===== config.mk =====
export PLATFORM = sky130hd
export DESIGN_NAME = drw_monitor
export DESIGN_NICKNAME = d
export VERILOG_FILES = /design/src/pkg/drw_pkg.sv /design/src/drw_monitor.sv
export SDC_FILE = /design/constraint.sdc
export NUM_CORES = 2
export LEC_CHECK = 0
export BUFFER_PORTS_ARGS = -buffer_cell sky130_fd_sc_hd__buf_4
export CELL_PAD_IN_SITES_DETAIL_PLACEMENT = 0
export CELL_PAD_IN_SITES_GLOBAL_PLACEMENT = 1
export CORE_MARGIN = 2
export CORE_UTILIZATION = 40
export DETAILED_ROUTE_END_ITERATION = 16
export PLACE_DENSITY = 0.72
export SLEW_MARGIN = 20
export SYNTH_ARGS = -nofsm -noshare
export SYNTH_HDL_FRONTEND = slang
export SYNTH_SLANG_ARGS = --single-unit

===== constraint.sdc =====
create_clock -name pclk -period 98.3 [get_ports pclk]
set_clock_uncertainty 0.05 [all_clocks]
set_input_delay 14.745 -clock pclk [delete_from_list [all_inputs] [get_ports pclk]]
set_output_delay 14.745 -clock pclk [all_outputs]
set_load 0.02 [all_outputs]

===== src/pkg/drw_pkg.sv =====
// Package for the drive reference trim and warning monitor
package drw_pkg;

  // Register byte offsets
  localparam logic [7:0] DRW_CTRL_OFF = 8'h00;
  localparam logic [7:0] DRW_TRIM_PCT_OFF = 8'h04;
  localparam logic [7:0] DRW_CAP_PCT_OFF = 8'h08;
  localparam logic [7:0] DRW_RATED_OFF = 8'h0c;
  localparam logic [7:0] DRW_CUR_LOW_OFF = 8'h10;
  localparam logic [7:0] DRW_CUR_HIGH_OFF = 8'h14;
  localparam logic [7:0] DRW_FREQ_LOW_OFF = 8'h18;
  localparam logic [7:0] DRW_FREQ_HIGH_OFF = 8'h1c;
  localparam logic [7:0] DRW_FB_LOW_OFF = 8'h20;
  localparam logic [7:0] DRW_FB_HIGH_OFF = 8'h24;
  localparam logic [7:0] DRW_BYP_BW_OFF = 8'h28;
  localparam logic [7:0] DRW_BYP1_OFF = 8'h2c;
  localparam logic [7:0] DRW_BYP2_OFF = 8'h30;
  localparam logic [7:0] DRW_ROUTE_OFF = 8'h34;
  localparam logic [7:0] DRW_STATUS_OFF = 8'h38;
  localparam logic [7:0] DRW_MASK_OFF = 8'h3c;
  localparam logic [7:0] DRW_LIVE_OFF = 8'h40;
  localparam logic [7:0] DRW_REF_OUT_OFF = 8'h44;

  // Field positions
  localparam int DRW_CTRL_RANGE_BIT = 0;
  localparam int DRW_ROUTE_DOUT_LSB = 0;
  localparam int DRW_ROUTE_RELAY_LSB = 8;
  localparam int DRW_LIVE_ARMED_BIT = 6;
  localparam int DRW_LIVE_CAP_BIT = 7;
  localparam int DRW_EV_CAP_BIT = 6;
  localparam int DRW_NWARN = 6;

  // Warning bit order
  localparam int DRW_W_CUR_LOW = 0;
  localparam int DRW_W_CUR_HIGH = 1;
  localparam int DRW_W_FREQ_LOW = 2;
  localparam int DRW_W_FREQ_HIGH = 3;
  localparam int DRW_W_FB_LOW = 4;
  localparam int DRW_W_FB_HIGH = 5;

  // Scaling: frequency 0.1 Hz, current 0.1 A, trim 0.01 %,
  // cap 0.1 %, feedback 0.001 unit
  localparam logic [31:0] DRW_TRIM_SCALE = 32'h0000_2710;  // 100.00 %
  localparam logic [31:0] DRW_CAP_SCALE = 32'h0000_03e8;   // 100.0 %
  localparam logic [15:0] DRW_TRIM_MAX = 16'h2710;
  localparam logic [15:0] DRW_FMAX_LOW_RANGE = 16'h0528;   // 132.0 Hz
  localparam logic [15:0] DRW_FMAX_HIGH_RANGE = 16'h2710;  // 1000.0 Hz
  localparam logic [15:0] DRW_BW_MAX = 16'h03e8;           // 100.0 Hz
  localparam logic [31:0] DRW_FB_LIMIT = 32'h05f5_e100;    // 100000.000

  // Values after reset
  localparam logic [15:0] DRW_TRIM_PCT_RST = 16'h0000;
  localparam logic [15:0] DRW_CAP_PCT_RST = 16'h0640;      // 160.0 %
  localparam logic [15:0] DRW_RATED_RST = 16'h0064;        // arbitrary
  localparam logic [15:0] DRW_CUR_LOW_RST = 16'h0000;
  localparam logic [15:0] DRW_CUR_HIGH_RST = 16'hffff;     // full scale
  localparam logic [15:0] DRW_FREQ_LOW_RST = 16'h0000;
  localparam logic [15:0] DRW_FREQ_HIGH_RST = 16'h0528;    // 132.0 Hz
  localparam logic [31:0] DRW_FB_LOW_RST = 32'hffc2_f700;  // -4000.000
  localparam logic [31:0] DRW_FB_HIGH_RST = 32'h003d_0900; // 4000.000
  localparam logic [15:0] DRW_BYP_RST = 16'h0000;

endpackage


===== src/drw_monitor.sv =====
// Reference trim, current cap, warning monitor and frequency bypass
`timescale 1ns/100ps
`default_nettype none
// Operation
// While catch-up is asserted the remote reference is raised by the trim percentage of itself.
// While slow-down is asserted the remote reference is lowered by the same trim percentage.
// Output current is capped at a percentage of rated drive current, default 160 percent.
// A low-current warning is raised while output current is below its low threshold, default 0 A.
// A high-current warning is raised while output current is above its high threshold, default full scale.
// A low-frequency warning is raised while output frequency is below its low threshold, default 0 Hz.
// A high-frequency warning is raised while output frequency is above its high threshold, default 132 Hz.
// The high-frequency threshold is bounded between the low one and 132 Hz or 1000 Hz per range.
// A low-feedback warning is raised while feedback is below its low threshold, default -4000.
// A high-feedback warning is raised while feedback is above its high threshold, default 4000.
// All six warnings are held off during ramp-up after start, after stop and while stopped.
// Warning comparisons start only once output frequency has reached the resulting reference.
// Any warning can be routed to the digital signal output and to the relay output.
// Frequencies inside a band of width 0 to 100 Hz around each bypass centre are avoided, zero width disables.
// Two bypass centres are programmable from 0 to 1000 Hz with default zero.
// A reference inside a bypass band is moved to the nearer band edge.
// Each warning clears the cycle after its condition ends or when warnings become suppressed.
module drw_monitor
  import drw_pkg::*;
(
  input wire logic pclk,                 // APB clock, 25 MHz
  input wire logic presetn,              // Async reset, active low
  input wire logic psel,                 // APB select
  input wire logic penable,              // APB enable
  input wire logic pwrite,               // APB direction
  input wire logic [7:0] paddr,          // APB byte address
  input wire logic [31:0] pwdata,        // APB write data
  output logic [31:0] prdata,            // APB read data
  output logic pready,                   // APB ready
  output logic pslverr,                  // APB error, unmapped
  input wire logic catch_up_in,          // Catch-up digital input pin
  input wire logic slow_down_in,         // Slow-down digital input pin
  input wire logic run_in,               // Start command pin, high = run
  input wire logic [15:0] remote_ref,    // Remote reference, 0.1 Hz
  input wire logic [15:0] out_freq,      // Output frequency, 0.1 Hz
  input wire logic [15:0] out_current,   // Output current, 0.1 A
  input wire logic [31:0] feedback,      // Process feedback, signed
  output logic [15:0] freq_ref,          // Trimmed, bypassed reference
  output logic [15:0] output_current_cap, // Current cap, 0.1 A
  output logic cap_active,               // Current at or above cap
  output logic [5:0] warn,               // Live warning flags
  output logic warn_dout,                // Digital signal output
  output logic warn_relay,               // Relay output
  output logic irq                       // Level interrupt
);

  logic [2:0] pin_s1;
  logic [2:0] pin_s2;
  logic range_hi;
  logic [15:0] trim_pct;
  logic [15:0] cap_pct;
  logic [15:0] rated_drive_current;
  logic [15:0] current_low_threshold;
  logic [15:0] current_high_threshold;
  logic [15:0] freq_low_threshold;
  logic [15:0] freq_high_threshold;
  logic [31:0] feedback_low_threshold;
  logic [31:0] feedback_high_threshold;
  logic [15:0] byp_bw;
  logic [15:0] byp1;
  logic [15:0] byp2;
  logic [5:0] route_dout;
  logic [5:0] route_relay;
  logic [6:0] status;
  logic [6:0] mask;
  logic armed;

  // Saturate an unsigned value to a 16-bit limit
  function automatic logic [15:0] sat16(input logic [31:0] v,
                                        input logic [15:0] lim);
    sat16 = (v > {16'h0000, lim}) ? lim : v[15:0];
  endfunction

  // Move a reference lying inside one band to the nearer edge
  function automatic logic [15:0] bypass(input logic [15:0] f,
                                         input logic [15:0] centre,
                                         input logic [15:0] bw);
    logic [16:0] half;
    logic [16:0] lo;
    logic [16:0] hi;
    half = {2'b00, bw[15:1]};
    lo = ({1'b0, centre} > half) ? {1'b0, centre} - half : 17'h00000;
    hi = {1'b0, centre} + half;
    if (bw == 16'h0000 || {1'b0, f} <= lo || {1'b0, f} >= hi)
      bypass = f;
    else if (f < centre)
      bypass = lo[15:0];
    else
      bypass = sat16({15'h0000, hi}, 16'hffff);
  endfunction

  // Input pins from outside the clock domain
  always_ff @(posedge pclk or negedge presetn)
  begin
    if (!presetn)
    begin
      pin_s1 <= 3'h0;
      pin_s2 <= 3'h0;
    end
    else
    begin
      pin_s1 <= {run_in, slow_down_in, catch_up_in};
      pin_s2 <= pin_s1;
    end
  end

  wire catch_up = pin_s2[0];
  wire slow_down = pin_s2[1];
  wire run = pin_s2[2];

  // Reference trim; both inputs together cancel out
  wire [31:0] trim_prod = {16'h0000, remote_ref} * {16'h0000, trim_pct};
  wire [15:0] trim_delta = 16'(trim_prod / DRW_TRIM_SCALE);
  wire [16:0] ref_up = {1'b0, remote_ref} + {1'b0, trim_delta};
  wire [15:0] ref_raised = ref_up[16] ? 16'hffff : ref_up[15:0];
  wire [15:0] ref_lowered = remote_ref - trim_delta;
  wire [15:0] ref_trim = (catch_up && !slow_down) ? ref_raised :
                         (slow_down && !catch_up) ? ref_lowered :
                         remote_ref;
  wire [15:0] ref_byp1 = bypass(ref_trim, byp1, byp_bw);
  wire [15:0] next_freq_ref = bypass(ref_byp1, byp2, byp_bw);

  // Current cap from rated current
  wire [31:0] cap_prod = {16'h0000, rated_drive_current} *
                         {16'h0000, cap_pct};
  wire [15:0] next_cap = sat16(cap_prod / DRW_CAP_SCALE, 16'hffff);

  // High-frequency threshold kept inside its legal window
  wire [15:0] fmax = range_hi ? DRW_FMAX_HIGH_RANGE : DRW_FMAX_LOW_RANGE;
  wire [15:0] freq_high_threshold_cap = sat16({16'h0000, freq_high_threshold}, fmax);
  wire [15:0] freq_high_threshold_eff = (freq_high_threshold_cap < freq_low_threshold) ?
                          freq_low_threshold : freq_high_threshold_cap;

  // Comparisons
  wire [5:0] cond;
  assign cond[DRW_W_CUR_LOW] = out_current < current_low_threshold;
  assign cond[DRW_W_CUR_HIGH] = out_current > current_high_threshold;
  assign cond[DRW_W_FREQ_LOW] = out_freq < freq_low_threshold;
  assign cond[DRW_W_FREQ_HIGH] = out_freq > freq_high_threshold_eff;
  assign cond[DRW_W_FB_LOW] =
    $signed(feedback) < $signed(feedback_low_threshold);
  assign cond[DRW_W_FB_HIGH] =
    $signed(feedback) > $signed(feedback_high_threshold);

  // Arm only once running and at reference; stop disarms at once
  wire next_armed = run && (armed || out_freq == freq_ref);
  wire [5:0] next_warn = armed ? cond : 6'h00;
  wire next_cap_active = out_current >= output_current_cap;

  // Events for the sticky status
  wire [6:0] events = {next_cap_active & ~cap_active, next_warn & ~warn};

  // APB decode; one wait-free access phase
  wire setup = psel && !penable;
  wire access = psel && penable;
  wire wr = access && pwrite;
  wire rd_status = access && !pwrite && paddr == DRW_STATUS_OFF;
  wire fb_in_range_lo = $signed(pwdata) >= -$signed(DRW_FB_LIMIT);
  wire fb_in_range_hi = $signed(pwdata) <= $signed(DRW_FB_LIMIT);
  wire [31:0] fb_wdata = !fb_in_range_lo ? -DRW_FB_LIMIT :
                         !fb_in_range_hi ? DRW_FB_LIMIT : pwdata;
  wire [15:0] w16 = pwdata[15:0];
  wire mapped = paddr[1:0] == 2'b00 && paddr <= DRW_REF_OUT_OFF;

  logic [31:0] rd_word;
  always_comb
  begin
    rd_word = 32'h0000_0000;
    unique case (paddr)
      DRW_CTRL_OFF: rd_word = {31'h0, range_hi};
      DRW_TRIM_PCT_OFF: rd_word = {16'h0000, trim_pct};
      DRW_CAP_PCT_OFF: rd_word = {16'h0000, cap_pct};
      DRW_RATED_OFF: rd_word = {16'h0000, rated_drive_current};
      DRW_CUR_LOW_OFF: rd_word = {16'h0000, current_low_threshold};
      DRW_CUR_HIGH_OFF: rd_word = {16'h0000, current_high_threshold};
      DRW_FREQ_LOW_OFF: rd_word = {16'h0000, freq_low_threshold};
      DRW_FREQ_HIGH_OFF: rd_word = {16'h0000, freq_high_threshold_eff};
      DRW_FB_LOW_OFF: rd_word = feedback_low_threshold;
      DRW_FB_HIGH_OFF: rd_word = feedback_high_threshold;
      DRW_BYP_BW_OFF: rd_word = {16'h0000, byp_bw};
      DRW_BYP1_OFF: rd_word = {16'h0000, byp1};
      DRW_BYP2_OFF: rd_word = {16'h0000, byp2};
      DRW_ROUTE_OFF: rd_word = {18'h0, route_relay, 2'b00, route_dout};
      DRW_STATUS_OFF: rd_word = {25'h0, status};
      DRW_MASK_OFF: rd_word = {25'h0, mask};
      DRW_LIVE_OFF: rd_word = {24'h0, cap_active, armed, warn};
      DRW_REF_OUT_OFF: rd_word = {16'h0000, freq_ref};
      default: rd_word = 32'h0000_0000;
    endcase
  end

  assign pready = 1'b1;
  assign pslverr = access && !mapped;

  // Read data captured in setup so it is stable over the access phase
  always_ff @(posedge pclk or negedge presetn)
  begin
    if (!presetn)
      prdata <= 32'h0000_0000;
    else if (setup)
      prdata <= rd_word;
  end

  // Configuration registers; trim, high-frequency, feedback and bypass values clamped to their legal ranges
  always_ff @(posedge pclk or negedge presetn)
  begin
    if (!presetn)
    begin
      range_hi <= 1'b0;
      trim_pct <= DRW_TRIM_PCT_RST;
      cap_pct <= DRW_CAP_PCT_RST;
      rated_drive_current <= DRW_RATED_RST;
      current_low_threshold <= DRW_CUR_LOW_RST;
      current_high_threshold <= DRW_CUR_HIGH_RST;
      freq_low_threshold <= DRW_FREQ_LOW_RST;
      freq_high_threshold <= DRW_FREQ_HIGH_RST;
      feedback_low_threshold <= DRW_FB_LOW_RST;
      feedback_high_threshold <= DRW_FB_HIGH_RST;
      byp_bw <= DRW_BYP_RST;
      byp1 <= DRW_BYP_RST;
      byp2 <= DRW_BYP_RST;
      route_dout <= 6'h00;
      route_relay <= 6'h00;
      mask <= 7'h00;
    end
    else if (wr)
    begin
      unique case (paddr)
        DRW_CTRL_OFF: range_hi <= pwdata[DRW_CTRL_RANGE_BIT];
        DRW_TRIM_PCT_OFF: trim_pct <= sat16(pwdata, DRW_TRIM_MAX);
        DRW_CAP_PCT_OFF: cap_pct <= w16;
        DRW_RATED_OFF: rated_drive_current <= w16;
        DRW_CUR_LOW_OFF: current_low_threshold <= w16;
        DRW_CUR_HIGH_OFF: current_high_threshold <= w16;
        DRW_FREQ_LOW_OFF: freq_low_threshold <= w16;
        DRW_FREQ_HIGH_OFF:
          freq_high_threshold <= sat16(pwdata, DRW_FMAX_HIGH_RANGE);
        DRW_FB_LOW_OFF: feedback_low_threshold <= fb_wdata;
        DRW_FB_HIGH_OFF: feedback_high_threshold <= fb_wdata;
        DRW_BYP_BW_OFF: byp_bw <= sat16(pwdata, DRW_BW_MAX);
        DRW_BYP1_OFF: byp1 <= sat16(pwdata, DRW_FMAX_HIGH_RANGE);
        DRW_BYP2_OFF: byp2 <= sat16(pwdata, DRW_FMAX_HIGH_RANGE);
        DRW_ROUTE_OFF:
        begin
          route_dout <= pwdata[DRW_ROUTE_DOUT_LSB +: 6];
          route_relay <= pwdata[DRW_ROUTE_RELAY_LSB +: 6];
        end
        DRW_MASK_OFF: mask <= pwdata[6:0];
        default: ;
      endcase
    end
  end

  // Status: a read clears only the bits it reported (held in prdata
  // since setup), so an event landing at the setup edge is not lost
  wire [6:0] next_status = (rd_status ? status & ~prdata[6:0] : status) |
                           events;

  always_ff @(posedge pclk or negedge presetn)
  begin
    if (!presetn)
    begin
      status <= 7'h00;
      armed <= 1'b0;
      warn <= 6'h00;
      cap_active <= 1'b0;
      freq_ref <= 16'h0000;
      // Full scale until computed: no false cap event after reset
      output_current_cap <= 16'hffff;
    end
    else
    begin
      status <= next_status;
      armed <= next_armed;
      warn <= next_warn;
      cap_active <= next_cap_active;
      freq_ref <= next_freq_ref;
      output_current_cap <= next_cap;
    end
  end

  // Routing of warnings to the outputs
  always_ff @(posedge pclk or negedge presetn)
  begin
    if (!presetn)
    begin
      warn_dout <= 1'b0;
      warn_relay <= 1'b0;
    end
    else
    begin
      warn_dout <= |(next_warn & route_dout);
      warn_relay <= |(next_warn & route_relay);
    end
  end

  assign irq = |(status & mask);

endmodule
`default_nettype wire


# Yosys cells after proc, flatten, opt, wreduce, memory -nomap -nowiden
# Index checks and enable logic that the tools add are counted.
# classes
add_sub_neg	6
multipliers	2
div	2
n_lt_le_gt_ge	25
eq_ne	18
n_mux	22
bitwise	10
reduce_logical	41
# op_table
op	count
one-hot mux 32 bit (18 select lines)	1
two-way mux 16 bit	14
< comparator 16 bit	5
== test 8 x 6 -> 1 bit (second input constant)	8
multiplier 16 x 16 -> 32 bit	2
two-way mux 32 bit	2
adder 16 x 15 -> 17 bit	2
greater-or-equal comparator 16 x 17 -> 1 bit	2
> comparator 17 x 16 -> 1 bit (second input constant)	2
<= comparator 16 x 17 -> 1 bit	2
two-way mux 17 bit	2
subtractor 16 x 15 -> 17 bit	2
divider 32 x 10 -> 32 bit (second input constant)	1
divider 32 x 14 -> 32 bit (second input constant)	1
== test 8 x 5 -> 1 bit (second input constant)	4
greater-or-equal comparator 32 x 28 -> 1 bit (second input constant)	1
> comparator 16 x 15 -> 1 bit	2
> comparator 16 bit	2
> comparator 32 x 10 -> 1 bit (second input constant)	1
> comparator 32 x 14 -> 1 bit (second input constant)	1
> comparator 32 x 16 -> 1 bit (second input constant)	1
> comparator 32 bit	1
<= comparator 32 x 28 -> 1 bit (second input constant)	1
< comparator 32 bit	1
28 further kinds	65
# totals
ff_bits	331
inputBits	128
elab_cells	153

# Logic depth before layout (Yosys ltp)
# logic_depth
depth_word	13
depth_mapped	169
ltp_nobuf	154

# Worst setup path before layout
# Ideal clock, no wire load.
# synth_timing
kind	input -> register
start	input port remote_ref[11]
end	register freq_ref[12]
setup_ns	0.125
arrival_ns	44.985
t_required_ns	98.125
path_slack_ns	53.140
path_stages	161
path_buffers	18
cell_sequence	clkbuf_1 clkbuf_1 nand2_1 fa_1 inv_1 fa_1 inv_1 fa_1 inv_1 fa_1 fa_1 fa_1 ha_1 a21oi_1 o21ai_1 or3_1 a211oi_2 a2111oi_4 (+125 left out) a21oi_1 nor2b_1 o21ai_0 nand2b_1 a21oi_1 nor2b_1 o21ai_0 nand2b_1 a21oi_1 nor2b_1 o21ai_0 nand2b_1 a21oi_1 a21oi_1 nor4b_1 buf_1 clkbuf_1 mux2_2
# synth_between
elab_chain_cells	13
elab_cells_between_ends	21
cone_classes	add/sub (2); mul (1); div (1); order compare (6); mux (7); reduce/logical (4)
# synth_rtl
element	line_no	source
from (decl)	drw_monitor.sv:38	input wire logic [15:0] remote_ref,
multiplier 16 x 16 -> 32 bit	drw_monitor.sv:116	wire [31:0] trim_prod = {16'h0000, remote_ref} * {16'h0000, trim_pct};
divider 32 x 14 -> 32 bit	drw_monitor.sv:117	wire [15:0] trim_delta = 16'(trim_prod / DRW_TRIM_SCALE);
subtractor 16 bit / adder 16 x 16 -> 17 bit (equally long branches)	drw_monitor.sv:120, drw_monitor.sv:118	
two-way mux 16 bit (on tied branches)	drw_monitor.sv:122, drw_monitor.sv:119	
two-way mux 16 bit *	drw_monitor.sv:121	wire [15:0] ref_trim = (catch_up && !slow_down) ? ref_raised :
<= comparator 16 x 17 -> 1 bit	drw_monitor.sv:88	if (bw == 16'h0000 || {1'b0, f} <= lo || {1'b0, f} >= hi)
logical OR 1 bit (2 in series)	drw_monitor.sv:88	
two-way mux 16 bit *	drw_monitor.sv:88	
<= comparator 16 x 17 -> 1 bit	drw_monitor.sv:88	
logical OR 1 bit (2 in series)	drw_monitor.sv:88	
two-way mux 16 bit *	drw_monitor.sv:88	
via next_freq_ref[12]	drw_monitor.sv:125	wire [15:0] next_freq_ref = bypass(ref_byp1, byp2, byp_bw);
to (signal assigned)	drw_monitor.sv:281	freq_ref <= next_freq_ref;
to (decl)	drw_monitor.sv:42	output logic [15:0] freq_ref,
# The timed path passes the listed nets; every way through them passes the cells marked *.
# A chain may end at the register's enable or synchronous reset.

# Worst setup path in the final report
# layout_timing
start	input port remote_ref[11]
end	register freq_ref[6]
# The elaborated chain is that of the path after synthesis.

==> metrics <==
delay contributed by the slowest stage of the critical path around 0.9 ns; data arrival time of the critical path ~51 ns; die boundary width between 300 and 400 um; clock latency at the later pin of the worst-skew pair approximately 0.60 ns; vertical die dimension 382 um; residual antenna-violating net count after detailed routing 0; CTS HTree Levels 2; first drt pass iteration count 8; final setup violating endpoints 0; number of remaining DRC errors 0; required arrival time at the worst endpoint 98.70 ns; die area 146,000 sq um; Via Count 53.8k; boundary pin count 204; Hold-fix buffers, CTS 0; final standard cell utilization of the core 0.435; number of synthesized register bits 331; kind of end point of the critical path register; Worst Setup Start Kind input pin; synthesized netlist cell count 7,091; slew of the pin with the lowest slew margin 1.19 ns; grt met3 use 0.0406; type of the worst setup path input pin to register; number of max-slew violations in the final report 0; final hold viol count 0; share of the synthesized area in the top cell type 0.138; share of flip-flops with an asynchronous set or reset 1.00; largest driver fanout on the critical path 30; routability congestion estimate 0.982; detailed placement HPWL between 150,000 and 200,000 um; busiest layer in global routing met2; distinct cell type count of the synthesized netlist 154; total negative slack 0 ns; Fill cells 14.5k; global route overflow 0; area overhead of the layout relative to synthesis 8.06%; mean post-synth cell area 8.04 sq um; nets@finish 8,170; path type of the worst min-delay path register to register; total CTS buffers 38; number of enable flip-flop cells after synthesis 0; root cell of the clock tree sky130_fd_sc_hd__clkbuf_16; count of clock tree sinks 331; Worst Setup Slack post-DPL 47.13 ns; number of post-CTS setup repair buffers 0; met2 track utilization from global routing 0.440; initial antenna violation count 13; vias in the first global route around 53k; crit path max-delay cell type sky130_fd_sc_hd__nor4b_2; commonest cells in the synthesized netlist sky130_fd_sc_hd__nand2_1 (797), sky130_fd_sc_hd__inv_1 (669), sky130_fd_sc_hd__ha_1 (554); wire length of the first global-routing pass around 320,000 um; clock tree from TritonCTS yes; dominant cells by area after synthesis sky130_fd_sc_hd__fa_1 (14%), sky130_fd_sc_hd__ha_1 (12%), sky130_fd_sc_hd__dfrtp_1 (12%); YS warnings 0; routed wire length per instance 22.7 um; sequential share of the synthesized area 0.147; number of maximum-capacitance constraint violations 0; prevailing post-synth register cell sky130_fd_sc_hd__dfrtp_1; run status finished, final reports clean; largest net degree at the start of global routing slightly above 100; most used standard cell by instance count after synthesis sky130_fd_sc_hd__nand2_1; final worst-path setup slack 47.43 ns; GRT Overall Usage 0.275; clock-pin slew on the worst setup and hold paths approximately 0.060 ns; final period demand of the worst path 50.87 ns; input/output buffers 202; clk buf depth 3; RSZ-0062 raised after global routing no; Total Wirelength 205,000 um; Placeable Area between 100,000 and 150,000 sq um; proportion of layout cells with a drive suffix above 1 0.104; initial drt markers ~4.7k; drt via density 5.96; period utilization 0.518; cts repair resizes 0; met1 track utilization from global routing 0.384; cell area after synthesis 57,000 sq um; initial core utilization 0.403; # rows between 100 and 150; maximum operating frequency 19.7 MHz; headroom to the max-slew limit 0.208; leading area contributor after synthesis sky130_fd_sc_hd__fa_1
## worst max-delay path, delay by kind of cell
kind	cells	cell delay [ns]
compound gates	70	16.83
simple gates	38	8.24
fa+ha+maj	12	5.32
buf+inv	8	1.25
mux	5	2.16
xor+xnor	5	2.59
## state kept, by name, summed over array words and instances, names as in the netlist, 7 cells and up
name and count:
freq_low_threshold 16, prdata 32, output_current_cap 16, byp1 16, freq_high_threshold 16, byp2 16
current_low_threshold 16, cap_pct 16, current_high_threshold 16, trim_pct 16, byp_bw 16, status 7
feedback_high_threshold 32, rated_drive_current 16, freq_ref 16, feedback_low_threshold 32, mask 7
## logic make-up after synthesis
logic type	after synthesis	share of synthesized area
simple gates	2451	0.210
flops	331	0.147
compound gates	1874	0.231
buf+inv	1000	0.0680
xor+xnor	283	0.0448
mux	190	0.0367
fa+ha+maj	960	0.262
other cells	2	0.000132
## layout make-up
cell class              count  area (sq um)  area share
multi-input cells        5761         44900       0.728
clock inverters            16           193     0.00313
inverters                 678          2550      0.0414
clock buffers              53          1100      0.0178
flip-flops and latches    331          8370       0.136
repair buffers            284          2160      0.0351
well taps                1890          2360      0.0384
diodes                      7          17.5    0.000284
## layout by cell type, fill, tap and decap left out, types with 172 or more instances in the layout
cell,n
sky130_fd_sc_hd__nand3_1,172
sky130_fd_sc_hd__inv_1,669
sky130_fd_sc_hd__nand2_1,795
sky130_fd_sc_hd__and2_1,286
sky130_fd_sc_hd__o21ai_0,385
sky130_fd_sc_hd__dfrtp_1,264
sky130_fd_sc_hd__a21oi_1,362
sky130_fd_sc_hd__buf_4,281
sky130_fd_sc_hd__fa_1,394
sky130_fd_sc_hd__xnor2_1,193
sky130_fd_sc_hd__ha_1,554
sky130_fd_sc_hd__nor2_1,507
## path summary, 6_finish.rpt
kind	start	endpoint	slack, ns	cells after the start
setup / recovery	remote_ref[11]	freq_ref[6]	47.43	138
hold / removal	pin_s1[0]	pin_s2[0]	0.30	0
setup reg to reg	trim_pct[12]	freq_ref[6]	60.75	137
hold reg to reg	pin_s1[0]	pin_s2[0]	0.30	0
max in group asynchronous	presetn	current_high_threshold[15]	81.87	4
min in group asynchronous	presetn	freq_high_threshold[7]	14.13	1
## metal layers
| layer | share of wire | wire, um |
|---|---|---|
| met3 | 0.070 | 14300 |
| met2 | 0.45 | 92200 |
| met4 | 0.033 | 6810 |
| met1 | 0.45 | 91400 |
| met5 | 0.00054 | 110 |
## metrics by stage
step	cells	instance area [sq um]	hold slack, ns
after floorplan	7092	57000	0.281
after global placement	8943	60300	0.286
after detailed placement	8943	60300	0.290
after CTS	9012	61600	0.305
after global routing	9016	61600	0.315
final	9020	61600	0.304
Power is left out: the tool's default activity adds up to more than one toggle a clock period on the data nets, which glitch-free logic cannot reach.
